File: config.mk
export PLATFORM = sky130hd
export DESIGN_NAME = adc_ctl
export DESIGN_NICKNAME = d
export VERILOG_FILES = /design/src/adc_ctl.v
export VERILOG_INCLUDE_DIRS = /design/src
export SDC_FILE = /design/constraint.sdc
export NUM_CORES = 1
export LEC_CHECK = 0
export ABC_CLOCK_PERIOD_IN_PS = 4140
export BUFFER_PORTS_ARGS = -buffer_cell sky130_fd_sc_hd__buf_4
export CAP_MARGIN = 20
export CORE_ASPECT_RATIO = 0.8
export CORE_MARGIN = 2
export CORE_UTILIZATION = 45
export DETAILED_ROUTE_END_ITERATION = 8
export HOLD_SLACK_MARGIN = 0.02
export PLACE_DENSITY = 0.66
export REMOVE_ABC_BUFFERS = 1
export SETUP_SLACK_MARGIN = 0.02
export SKIP_LAST_GASP = 1
export SYNTH_ARGS = -nofsm -noshare
export SYNTH_HDL_FRONTEND = slang
export SYNTH_SLANG_ARGS = --single-unit
File: constraint.sdc
create_clock -name mclk -period 4.14 [get_ports mclk]
set_input_delay 0.828 -clock mclk [delete_from_list [all_inputs] [get_ports mclk]]
set_output_delay 0.828 -clock mclk [all_outputs]
set_load 0.02 [all_outputs]
File: src/adc_ctl_map.vh
// constants for the dual converter readout and power control block
// assumes a 50 MHz mclk; all counts are in mclk or conversion-clock edges
`ifndef ADC_CTL_MAP_VH
`define ADC_CTL_MAP_VH

// system clock rate and software reset recovery time
`define MCLK_MHZ 50
`define SRST_NS 20
`define SRST_CYC (((`SRST_NS * `MCLK_MHZ) + 999) / 1000)

// conversion clock counts
`define HALF_CYCLE_CLKS 20
`define FULL_CYCLE_CLKS 40
`define BUSY_HALF_CLKS 16
`define BUSY_FULL_CLKS 34
`define WAKE_HALF_CLKS 7
`define WAKE_FULL_CLKS 14
`define CH_LATCH_CLK 2
`define FRAME_BITS 20

// control word layout: command address on top, payload below
`define CMD_ADDR_MSB 15
`define CMD_ADDR_LSB 12
`define CMD_WR_CFG 4'h1
`define CMD_SW_RESET 4'h4

// configuration payload fields
`define CFG_PD_MSB 1
`define CFG_PD_LSB 0
`define CFG_CID_BIT 2
`define CFG_CE_BIT 3
`define CFG_FC_BIT 4
`define CFG_FE_BIT 5
`define CFG_CH_MSB 7
`define CFG_CH_LSB 6
`define CFG_S1_BIT 8
`define CFG_SEQ_BIT 9
`define CFG_WIDTH 10

// power-down field codes
`define PD_NORMAL 2'h0
`define PD_FULL 2'h1
`define PD_SLEEP 2'h2
`define PD_AUTO 2'h3

// reset values
`define CFG_RESET 10'h000
`define FRESH_RESET 2'h1

`endif

File: src/adc_ctl.v
// dual converter readout, freshness counter, power modes and soft reset
// assumes all pins synchronous to mclk; conv_clk is sampled as a level
`timescale 1ns/1ps
`include "adc_ctl_map.vh"

module cmd_fifo #(
  parameter WIDTH = 16,
  parameter DEPTH = 16,
  parameter AW = 4
) (
  // clock and reset
  input wire mclk,
  input wire rst_n,
  // fill side
  input wire in_valid,
  output wire in_ready,
  input wire [WIDTH-1:0] in_data,
  // drain side
  output wire out_valid,
  input wire out_ready,
  output wire [WIDTH-1:0] out_data
);
  reg [WIDTH-1:0] mem [0:DEPTH-1];
  reg [AW:0] wr_ptr_reg;
  reg [AW:0] rd_ptr_reg;
  wire push;
  wire pop;

  // one extra pointer bit tells full from empty
  assign in_ready = (wr_ptr_reg - rd_ptr_reg) != DEPTH[AW:0];
  assign out_valid = wr_ptr_reg != rd_ptr_reg;
  assign out_data = mem[rd_ptr_reg[AW-1:0]];
  assign push = in_valid & in_ready;
  assign pop = out_valid & out_ready;

  // storage has no reset; only pointers need a defined value
  always @(posedge mclk) begin
    if (push) begin
      mem[wr_ptr_reg[AW-1:0]] <= in_data;
    end
  end

  // pointer update
  always @(posedge mclk) begin
    if (!rst_n) begin
      wr_ptr_reg <= {(AW+1){1'b0}};
      rd_ptr_reg <= {(AW+1){1'b0}};
    end else begin
      if (push) begin
        wr_ptr_reg <= wr_ptr_reg + 1'b1;
      end
      if (pop) begin
        rd_ptr_reg <= rd_ptr_reg + 1'b1;
      end
    end
  end
endmodule // cmd_fifo

module adc_ctl (
  // clock and reset
  input wire mclk,
  input wire rst_n,
  // host control pins
  input wire conv_clk,
  input wire conversion_start,
  input wire read_strobe,
  input wire cs_n,
  input wire serial_in,
  input wire channel_select_mode_pin,
  input wire output_lane_mode_pin,
  // converter core results and sequencer
  input wire [15:0] core_result_a,
  input wire [15:0] core_result_b,
  input wire sequence_last,
  // serial data outputs
  output wire serial_out_a,
  output wire serial_out_b,
  // status
  output wire busy,
  output wire track_hold,
  output wire bias_on,
  output wire full_power_down,
  output wire result_queue_en,
  output wire cmd_ready,
  output wire [1:0] mux_channel
);
  localparam ST_IDLE = 2'd0;
  localparam ST_WAKE = 2'd1;
  localparam ST_BUSY = 2'd2;
  localparam SRST_HOLD = `SRST_CYC;
  // builds one output frame: indicator or MSB first
  function [19:0] build_frame;
    input channel_info_disable;
    input ch_bit;
    input [15:0] data;
    input ce;
    input [1:0] cnt;
    reg [1:0] tail;
    begin
      tail = ce ? cnt : 2'h0;
      if (channel_info_disable) begin
        build_frame = {data, tail, 2'h0};
      end else begin
        build_frame = {ch_bit, 1'b0, data, tail};
      end
    end
  endfunction

  // pin history for edge detection
  reg clk_q_reg;
  reg start_q_reg;
  reg rd_q_reg;
  wire clk_rise;
  wire clk_fall;
  wire start_rise;
  wire rd_fall;

  // configuration and power state
  reg [`CFG_WIDTH-1:0] cfg_reg;
  reg asleep_reg;
  reg pd_full_reg;
  wire [1:0] pd_field;
  wire full_clock;

  // conversion sequencer
  reg [1:0] state_reg;
  reg [5:0] ccnt_reg;
  reg [1:0] next_ch_reg;
  reg [1:0] cur_ch_reg;

  // output register and freshness counter
  reg [15:0] res_a_reg;
  reg [15:0] res_b_reg;
  reg [1:0] res_ch_reg;
  reg [1:0] res_cnt_reg;
  reg [1:0] fresh_reg;
  reg ch_valid_reg;

  // serial frame
  reg frame_reg;
  reg [4:0] bit_cnt_reg;
  reg [19:0] sh_a_reg;
  reg [19:0] sh_b_reg;
  reg [15:0] sin_reg;

  // soft reset and command path
  reg soft_rst_reg;
  reg [1:0] hold_reg;
  wire rst_all;
  wire sif_hold;
  wire mode_one;
  wire [5:0] busy_len;
  wire [5:0] wake_len;
  wire frame_done;
  wire [3:0] word_addr;
  wire cmd_push;
  wire cmd_pop;
  wire cmd_valid;
  wire [15:0] cmd_word;
  wire [15:0] word_in;

  assign rst_all = !rst_n || soft_rst_reg;
  assign sif_hold = hold_reg != 2'h0;
  assign pd_field = cfg_reg[`CFG_PD_MSB:`CFG_PD_LSB];
  assign full_clock = cfg_reg[`CFG_FC_BIT];
  assign clk_rise = conv_clk && !clk_q_reg;
  assign clk_fall = !conv_clk && clk_q_reg;
  assign start_rise = conversion_start && !start_q_reg;
  assign rd_fall = !read_strobe && rd_q_reg && !sif_hold;
  assign mode_one = !channel_select_mode_pin && !output_lane_mode_pin;

  // conversion lengths depend on clock mode
  assign busy_len = full_clock ? 6'd`BUSY_FULL_CLKS : 6'd`BUSY_HALF_CLKS;
  assign wake_len = full_clock ? 6'd`WAKE_FULL_CLKS : 6'd`WAKE_HALF_CLKS;

  // queue is only usable in half-clock, non-manual modes
  assign result_queue_en = cfg_reg[`CFG_FE_BIT] && !full_clock && !mode_one;

  // status outputs straight from state flops; serial outputs gated by cs_n and the mode pins
  assign busy = state_reg == ST_BUSY;
  assign track_hold = state_reg == ST_BUSY;
  assign bias_on = !asleep_reg && !pd_full_reg;
  assign full_power_down = pd_full_reg;
  assign mux_channel = cur_ch_reg;
  assign serial_out_a = !cs_n && mode_one && sh_a_reg[19];
  assign serial_out_b = !cs_n && mode_one && sh_b_reg[19];

  // the last bit of a frame also ends the control word access
  assign word_in = {sin_reg[14:0], serial_in};
  assign frame_done = frame_reg && (bit_cnt_reg == 5'd`FRAME_BITS - 5'd1)
                      && (full_clock ? clk_fall : clk_rise);
  assign word_addr = sin_reg[`CMD_ADDR_MSB:`CMD_ADDR_LSB];
  assign cmd_push = frame_done && (word_addr != `CMD_SW_RESET);

  // config commands wait until no conversion runs
  assign cmd_pop = cmd_valid && (state_reg == ST_IDLE);

  cmd_fifo #(
    .WIDTH(16),
    .DEPTH(16),
    .AW(4)
  ) u_cmd_fifo (
    .mclk(mclk),
    .rst_n(!rst_all),
    .in_valid(cmd_push),
    .in_ready(cmd_ready),
    .in_data(sin_reg),
    .out_valid(cmd_valid),
    .out_ready(cmd_pop),
    .out_data(cmd_word)
  );

  // pin history; kept through soft reset so no false edge appears
  always @(posedge mclk) begin
    if (!rst_n) begin
      clk_q_reg <= 1'b0;
      start_q_reg <= 1'b0;
      rd_q_reg <= 1'b0;
    end else begin
      clk_q_reg <= conv_clk;
      start_q_reg <= conversion_start;
      rd_q_reg <= read_strobe;
    end
  end

  // soft reset pulse and interface hold-off after it
  always @(posedge mclk) begin
    if (!rst_n) begin
      soft_rst_reg <= 1'b0;
      hold_reg <= 2'h0;
    end else if (soft_rst_reg) begin
      soft_rst_reg <= 1'b0;
      hold_reg <= SRST_HOLD[1:0];
    end else begin
      soft_rst_reg <= frame_done && (word_addr == `CMD_SW_RESET);
      if (sif_hold) begin
        hold_reg <= hold_reg - 2'h1;
      end
    end
  end

  // configuration register and power modes
  always @(posedge mclk) begin
    if (rst_all) begin
      cfg_reg <= `CFG_RESET;
      asleep_reg <= 1'b0;
      pd_full_reg <= 1'b0;
    end else if (cmd_pop && cmd_word[`CMD_ADDR_MSB:`CMD_ADDR_LSB] == `CMD_WR_CFG) begin
      // power modes change only flags, the stored field stays as written
      cfg_reg <= cmd_word[`CFG_WIDTH-1:0];
      case (cmd_word[`CFG_PD_MSB:`CFG_PD_LSB])
        `PD_FULL: begin
          pd_full_reg <= 1'b1;
          asleep_reg <= 1'b0;
        end
        `PD_SLEEP: begin
          pd_full_reg <= 1'b0;
          asleep_reg <= 1'b1;
        end
        `PD_AUTO: begin
          pd_full_reg <= 1'b0;
          asleep_reg <= 1'b0;
        end
        default: begin
          pd_full_reg <= 1'b0;
          asleep_reg <= 1'b0;
        end
      endcase
    end else if (state_reg == ST_IDLE && start_rise && pd_field == `PD_AUTO) begin
      asleep_reg <= 1'b0;
    end else if (state_reg == ST_BUSY && clk_rise && ccnt_reg == busy_len - 6'd1
                 && pd_field == `PD_AUTO) begin
      // with one start per sequence, sleep waits for the last step
      if (!(cfg_reg[`CFG_SEQ_BIT] && cfg_reg[`CFG_S1_BIT] && !sequence_last)) begin
        asleep_reg <= 1'b1;
      end
    end
  end

  // conversion sequencer: idle, wake settling, busy
  always @(posedge mclk) begin
    if (rst_all) begin
      state_reg <= ST_IDLE;
      ccnt_reg <= 6'd0;
      next_ch_reg <= 2'h0;
      cur_ch_reg <= 2'h0;
    end else begin
      case (state_reg)
        ST_IDLE: begin
          ccnt_reg <= 6'd0;
          // sleep and full power-down ignore start pulses
          if (start_rise && !pd_full_reg) begin
            if (pd_field == `PD_AUTO && asleep_reg) begin
              state_reg <= ST_WAKE;
            end else if (!asleep_reg) begin
              state_reg <= ST_BUSY;
              cur_ch_reg <= next_ch_reg;
            end
          end
        end
        ST_WAKE: begin
          // input keeps sampling while bias settles
          if (clk_rise) begin
            if (ccnt_reg == wake_len - 6'd1) begin
              ccnt_reg <= 6'd0;
              state_reg <= ST_BUSY;
              cur_ch_reg <= next_ch_reg;
            end else begin
              ccnt_reg <= ccnt_reg + 6'd1;
            end
          end
        end
        ST_BUSY: begin
          if (clk_fall && ccnt_reg == 6'd`CH_LATCH_CLK && !channel_select_mode_pin) begin
            next_ch_reg <= cfg_reg[`CFG_CH_MSB:`CFG_CH_LSB];
          end
          if (clk_rise) begin
            if (ccnt_reg == busy_len - 6'd1) begin
              state_reg <= ST_IDLE;
            end
            ccnt_reg <= ccnt_reg + 6'd1;
          end
        end
        default: begin
          state_reg <= ST_IDLE;
        end
      endcase
    end
  end

  // output register and freshness counter
  always @(posedge mclk) begin
    if (rst_all) begin
      res_a_reg <= 16'h0000;
      res_b_reg <= 16'h0000;
      res_ch_reg <= 2'h0;
      res_cnt_reg <= 2'h0;
      fresh_reg <= `FRESH_RESET;
      ch_valid_reg <= 1'b0;
    end else if (state_reg == ST_BUSY && clk_rise && ccnt_reg == busy_len - 6'd1) begin
      // codes pass through untouched as two's complement
      res_a_reg <= core_result_a;
      res_b_reg <= core_result_b;
      res_ch_reg <= cur_ch_reg;
      res_cnt_reg <= fresh_reg;
      fresh_reg <= fresh_reg + 2'h1;
      ch_valid_reg <= 1'b1;
    end else if (rd_fall && !cs_n && full_clock) begin
      ch_valid_reg <= 1'b0;
    end
  end

  // serial frame: load on strobe fall, shift on the mode's clock edge
  always @(posedge mclk) begin
    if (rst_all) begin
      frame_reg <= 1'b0;
      bit_cnt_reg <= 5'd0;
      sh_a_reg <= 20'h00000;
      sh_b_reg <= 20'h00000;
      sin_reg <= 16'h0000;
    end else if (rd_fall && !cs_n) begin
      // repeated reads reload the same stored result
      frame_reg <= 1'b1;
      bit_cnt_reg <= 5'd0;
      sin_reg <= 16'h0000;
      sh_a_reg <= build_frame(cfg_reg[`CFG_CID_BIT], res_ch_reg[0] && ch_valid_reg,
                              res_a_reg, cfg_reg[`CFG_CE_BIT], res_cnt_reg);
      sh_b_reg <= build_frame(cfg_reg[`CFG_CID_BIT], res_ch_reg[1] && ch_valid_reg,
                              res_b_reg, cfg_reg[`CFG_CE_BIT], res_cnt_reg);
    end else if (frame_reg && (full_clock ? clk_fall : clk_rise)) begin
      sh_a_reg <= {sh_a_reg[18:0], 1'b0};
      sh_b_reg <= {sh_b_reg[18:0], 1'b0};
      if (bit_cnt_reg < 5'd16) begin
        sin_reg <= word_in;
      end
      if (frame_done) begin
        frame_reg <= 1'b0;
      end
      bit_cnt_reg <= bit_cnt_reg + 5'd1;
    end
  end
endmodule // adc_ctl

==> flow_summary.yaml <==
synth:
  netlist_top_cells_count: "edfxtp_1 (224), nand2_1 (201), dfxtp_1 (143)"
  ys_warn_count: 0
  synth_area_mm2: 0.01480
  yosysTopAreaCellShare: 0.4546
  syn_area_per_cell_um2: 12.86
  yosys_most_used_dff: "edfxtp_1"
  async_flop_share: 0
  yosys.cell_types.count: 65
  synth_area_leaders: "edfxtp_1 (45%), dfxtp_1 (19%), mux4_2 (6.1%)"
  ys_seq_area_frac: 0.6480
  synth_edf_count: 224
  netlist_instances: 1151
  synth_most_common_cell: "edfxtp_1"
  synth_seq_cells: 367
  yosys.area.top_type: "edfxtp_1"
clock_tree:
  cts_setup_buffers: 0
  cts-root-buf: "clkbuf_16"
  cts_hold_buf: 0
  numCtsBuffers: 36
  htreeDepth: 2
  path_clk_slew_ns: 0.06
  cts_tree: "yes"
  clockBufferDepth: 3
  clk_latency_ns: 0.52
  clock-sinks: 367
  cts_resized: 0
layout:
  final_util: 0.5201
  fin_area_mm2: 0.01689
  n_fill_cell: 2752
  regArea_mm2: 0.009594
  diodes: 0
  fin_nets: 1267
  area_growth_pct: 14.15
  multi_input_area_mm2: 0.004840
  drive_gt1_frac: 0.1652
  largest_reg_flops: 224
power_and_ir_drop:
  total_power_w: 0.007276
  netSwitchingPower_w: 0.001479
  p_leak_nw: 5.705
  p_seq_frac: 0.535
  swShare: 0.2032
  clockPowerShare: 0.430
  powerDensity_mw_per_mm2: 430.7
  internal-power_w: 0.005797
  combPwrFrac: 0.035
  ir_worst_vdd_mv: 0.2481
sta:
  fin_crit_sh: 0.8007
  drv_slew: 0
  skew_ns: 0.02585
  slew_headroom: 0.2904
  worst_pin_slew_ns: 1.060
  final_hold_viol_count: 0
  finalCriticalPeriod_ns: 3.315
  rsz0062_at_grt: "false"
  fin_setup_tns_ns: 0
  finalSetupViolCount: 0
  max_clock_freq_ghz: 0.3017
  whs_ns: 0.4591
worst_hold_path:
  min_delay_path_depth: 2
  hold_end: "res_ch_reg[0]"
  hp-start: "res_ch_reg[0]"
  hp-class: "register to register"
worst_setup_path:
  end_kind: "output port"
  worstRegToRegCells: 6
  crit_fanout: 4
  rr_startpoint: "u_cmd_fifo.mem[7][13]"
  crit_start: "u_cmd_fifo.rd_ptr_reg[1]"
  r2r_end: "full_power_down"
  cp.arrival_ns: 2.49
  startpoint_type: "register"
  rrSetupSlack_ns: 1.27
  required_ns: 3.31
  path_class: "register to output port"
die:
  die_w_um: 206.7
  dieArea_mm2: 0.03436
  die_y_um: 166.2
  core_mm2: 0.03248
  num_rows: 59
  start_util: 0.4556
  ios: 52
global_route:
  grt_pass1_wl_mm: 51.36
  first_global_vias: 8990
  antenna_found_initial: 0
  overflow: 0
  grt_use_total: 0.1925
  grt_max_degree: 83
detailed_routing:
  ant_nets: 0
  drc: 0
  wl_per_cell_um: 19.59
  vias: 9302
  dr.pass1.iters: 5
  drt_wl_total_mm: 32.56
  via_per_inst: 5.597
  drtIter0Drc: 933
placement:
  portBuffers: 51
  gp_congestion: 0.7952
  dp_hpwl_mm: 21.41
  place_area_mm2: 0.01574
outcome:
  outcome: "finished clean"
flow_run:
  maxCapViolCount: 0
[area by class of cell]
type                       instances  area share
clock buffer                      53     0.05948
clock inverter                    12    0.007407
inverter                          17    0.003777
multi-input combinational        693      0.2865
sequential                       367      0.5680
tap                              427     0.03163
timing repair buffer              93     0.04326
[per-stage QoR]
stage               setup slack [ns]  instances
finish                        0.8251       1662
global route                  0.6659       1662
CTS                           0.8333       1660
detailed placement             1.082       1595
global placement               1.034       1594
floorplan                    0.06605       1077
[logic make-up after synthesis]
| family | count (synthesis) | synth area share |
|---|---|---|
| AND/OR/NAND/NOR | 387 | 0.1255 |
| flip-flops | 367 | 0.6480 |
| AO/OA/AOI/OAI | 206 | 0.09191 |
| buffers and inverters | 91 | 0.02866 |
| multiplexers | 63 | 0.07973 |
| XOR/XNOR | 20 | 0.01184 |
| adder cells (fa/ha/maj) | 17 | 0.01437 |
[worst max path at each step]
stage / end / cells after the start
global placement: asleep_reg / 6
CTS: cmd_ready / 7
finish: cmd_ready / 7
global route: cmd_ready / 7
floorplan: u_cmd_fifo.mem[3][0] / 6
detailed placement: u_cmd_fifo.mem[12][14] / 9
[per-layer routing]
| layer | track usage | vias up | part of all wire |
|---|---|---|---|
| met2 | 0.2677 | 292 | 0.42 |
| li1 | - | 4387 | - |
| met4 | 0.04317 | 0 | 0.016 |
| met5 | 0 | - | 0 |
| met1 | 0.3060 | 4586 | 0.49 |
| met3 | 0.04180 | 37 | 0.072 |
[cells in the final DEF, fill, tap and decap left out, drive strengths merged, types with 5 or more instances in the layout]
cell type  count
a211oi        44
a311oi        32
and2           8
a21oi         86
ha            17
dfxtp        143
buf           93
nor3b          5
nor2b         43
nor3           8
nand2b        10
inv           18
mux4          43
xor2          10
xnor2         10
o21ai         17
or4b           8
nand2        201
edfxtp       224
nand4         11
mux2i         20
clkinv         8
nand3         15
and3           5
nor4b          8
nor2          51
clkbuf        53
[power groups by stage]
stage / sequential (W) / clock, W / combinational, W
global route: 0.00390 / 0.00333 / 0.000282
global placement: 0.00397 / 0 / 0.000242
finish: 0.00390 / 0.00313 / 0.000253
detailed placement: 0.00398 / 0 / 0.000249
floorplan: 0.00397 / 0 / 0.000158
CTS: 0.00390 / 0.00319 / 0.000252
[critical path, cell delays in order (launching register included)]
cell	delay, ns
dfxtp_1	0.37
inv_1	0.06
ha_1	0.31
nor2b_1	0.13
o21ai_0	0.09
a2111oi_0	0.71
a21oi_1	0.10
buf_4	0.21
(Power assumes the default switching activity.)
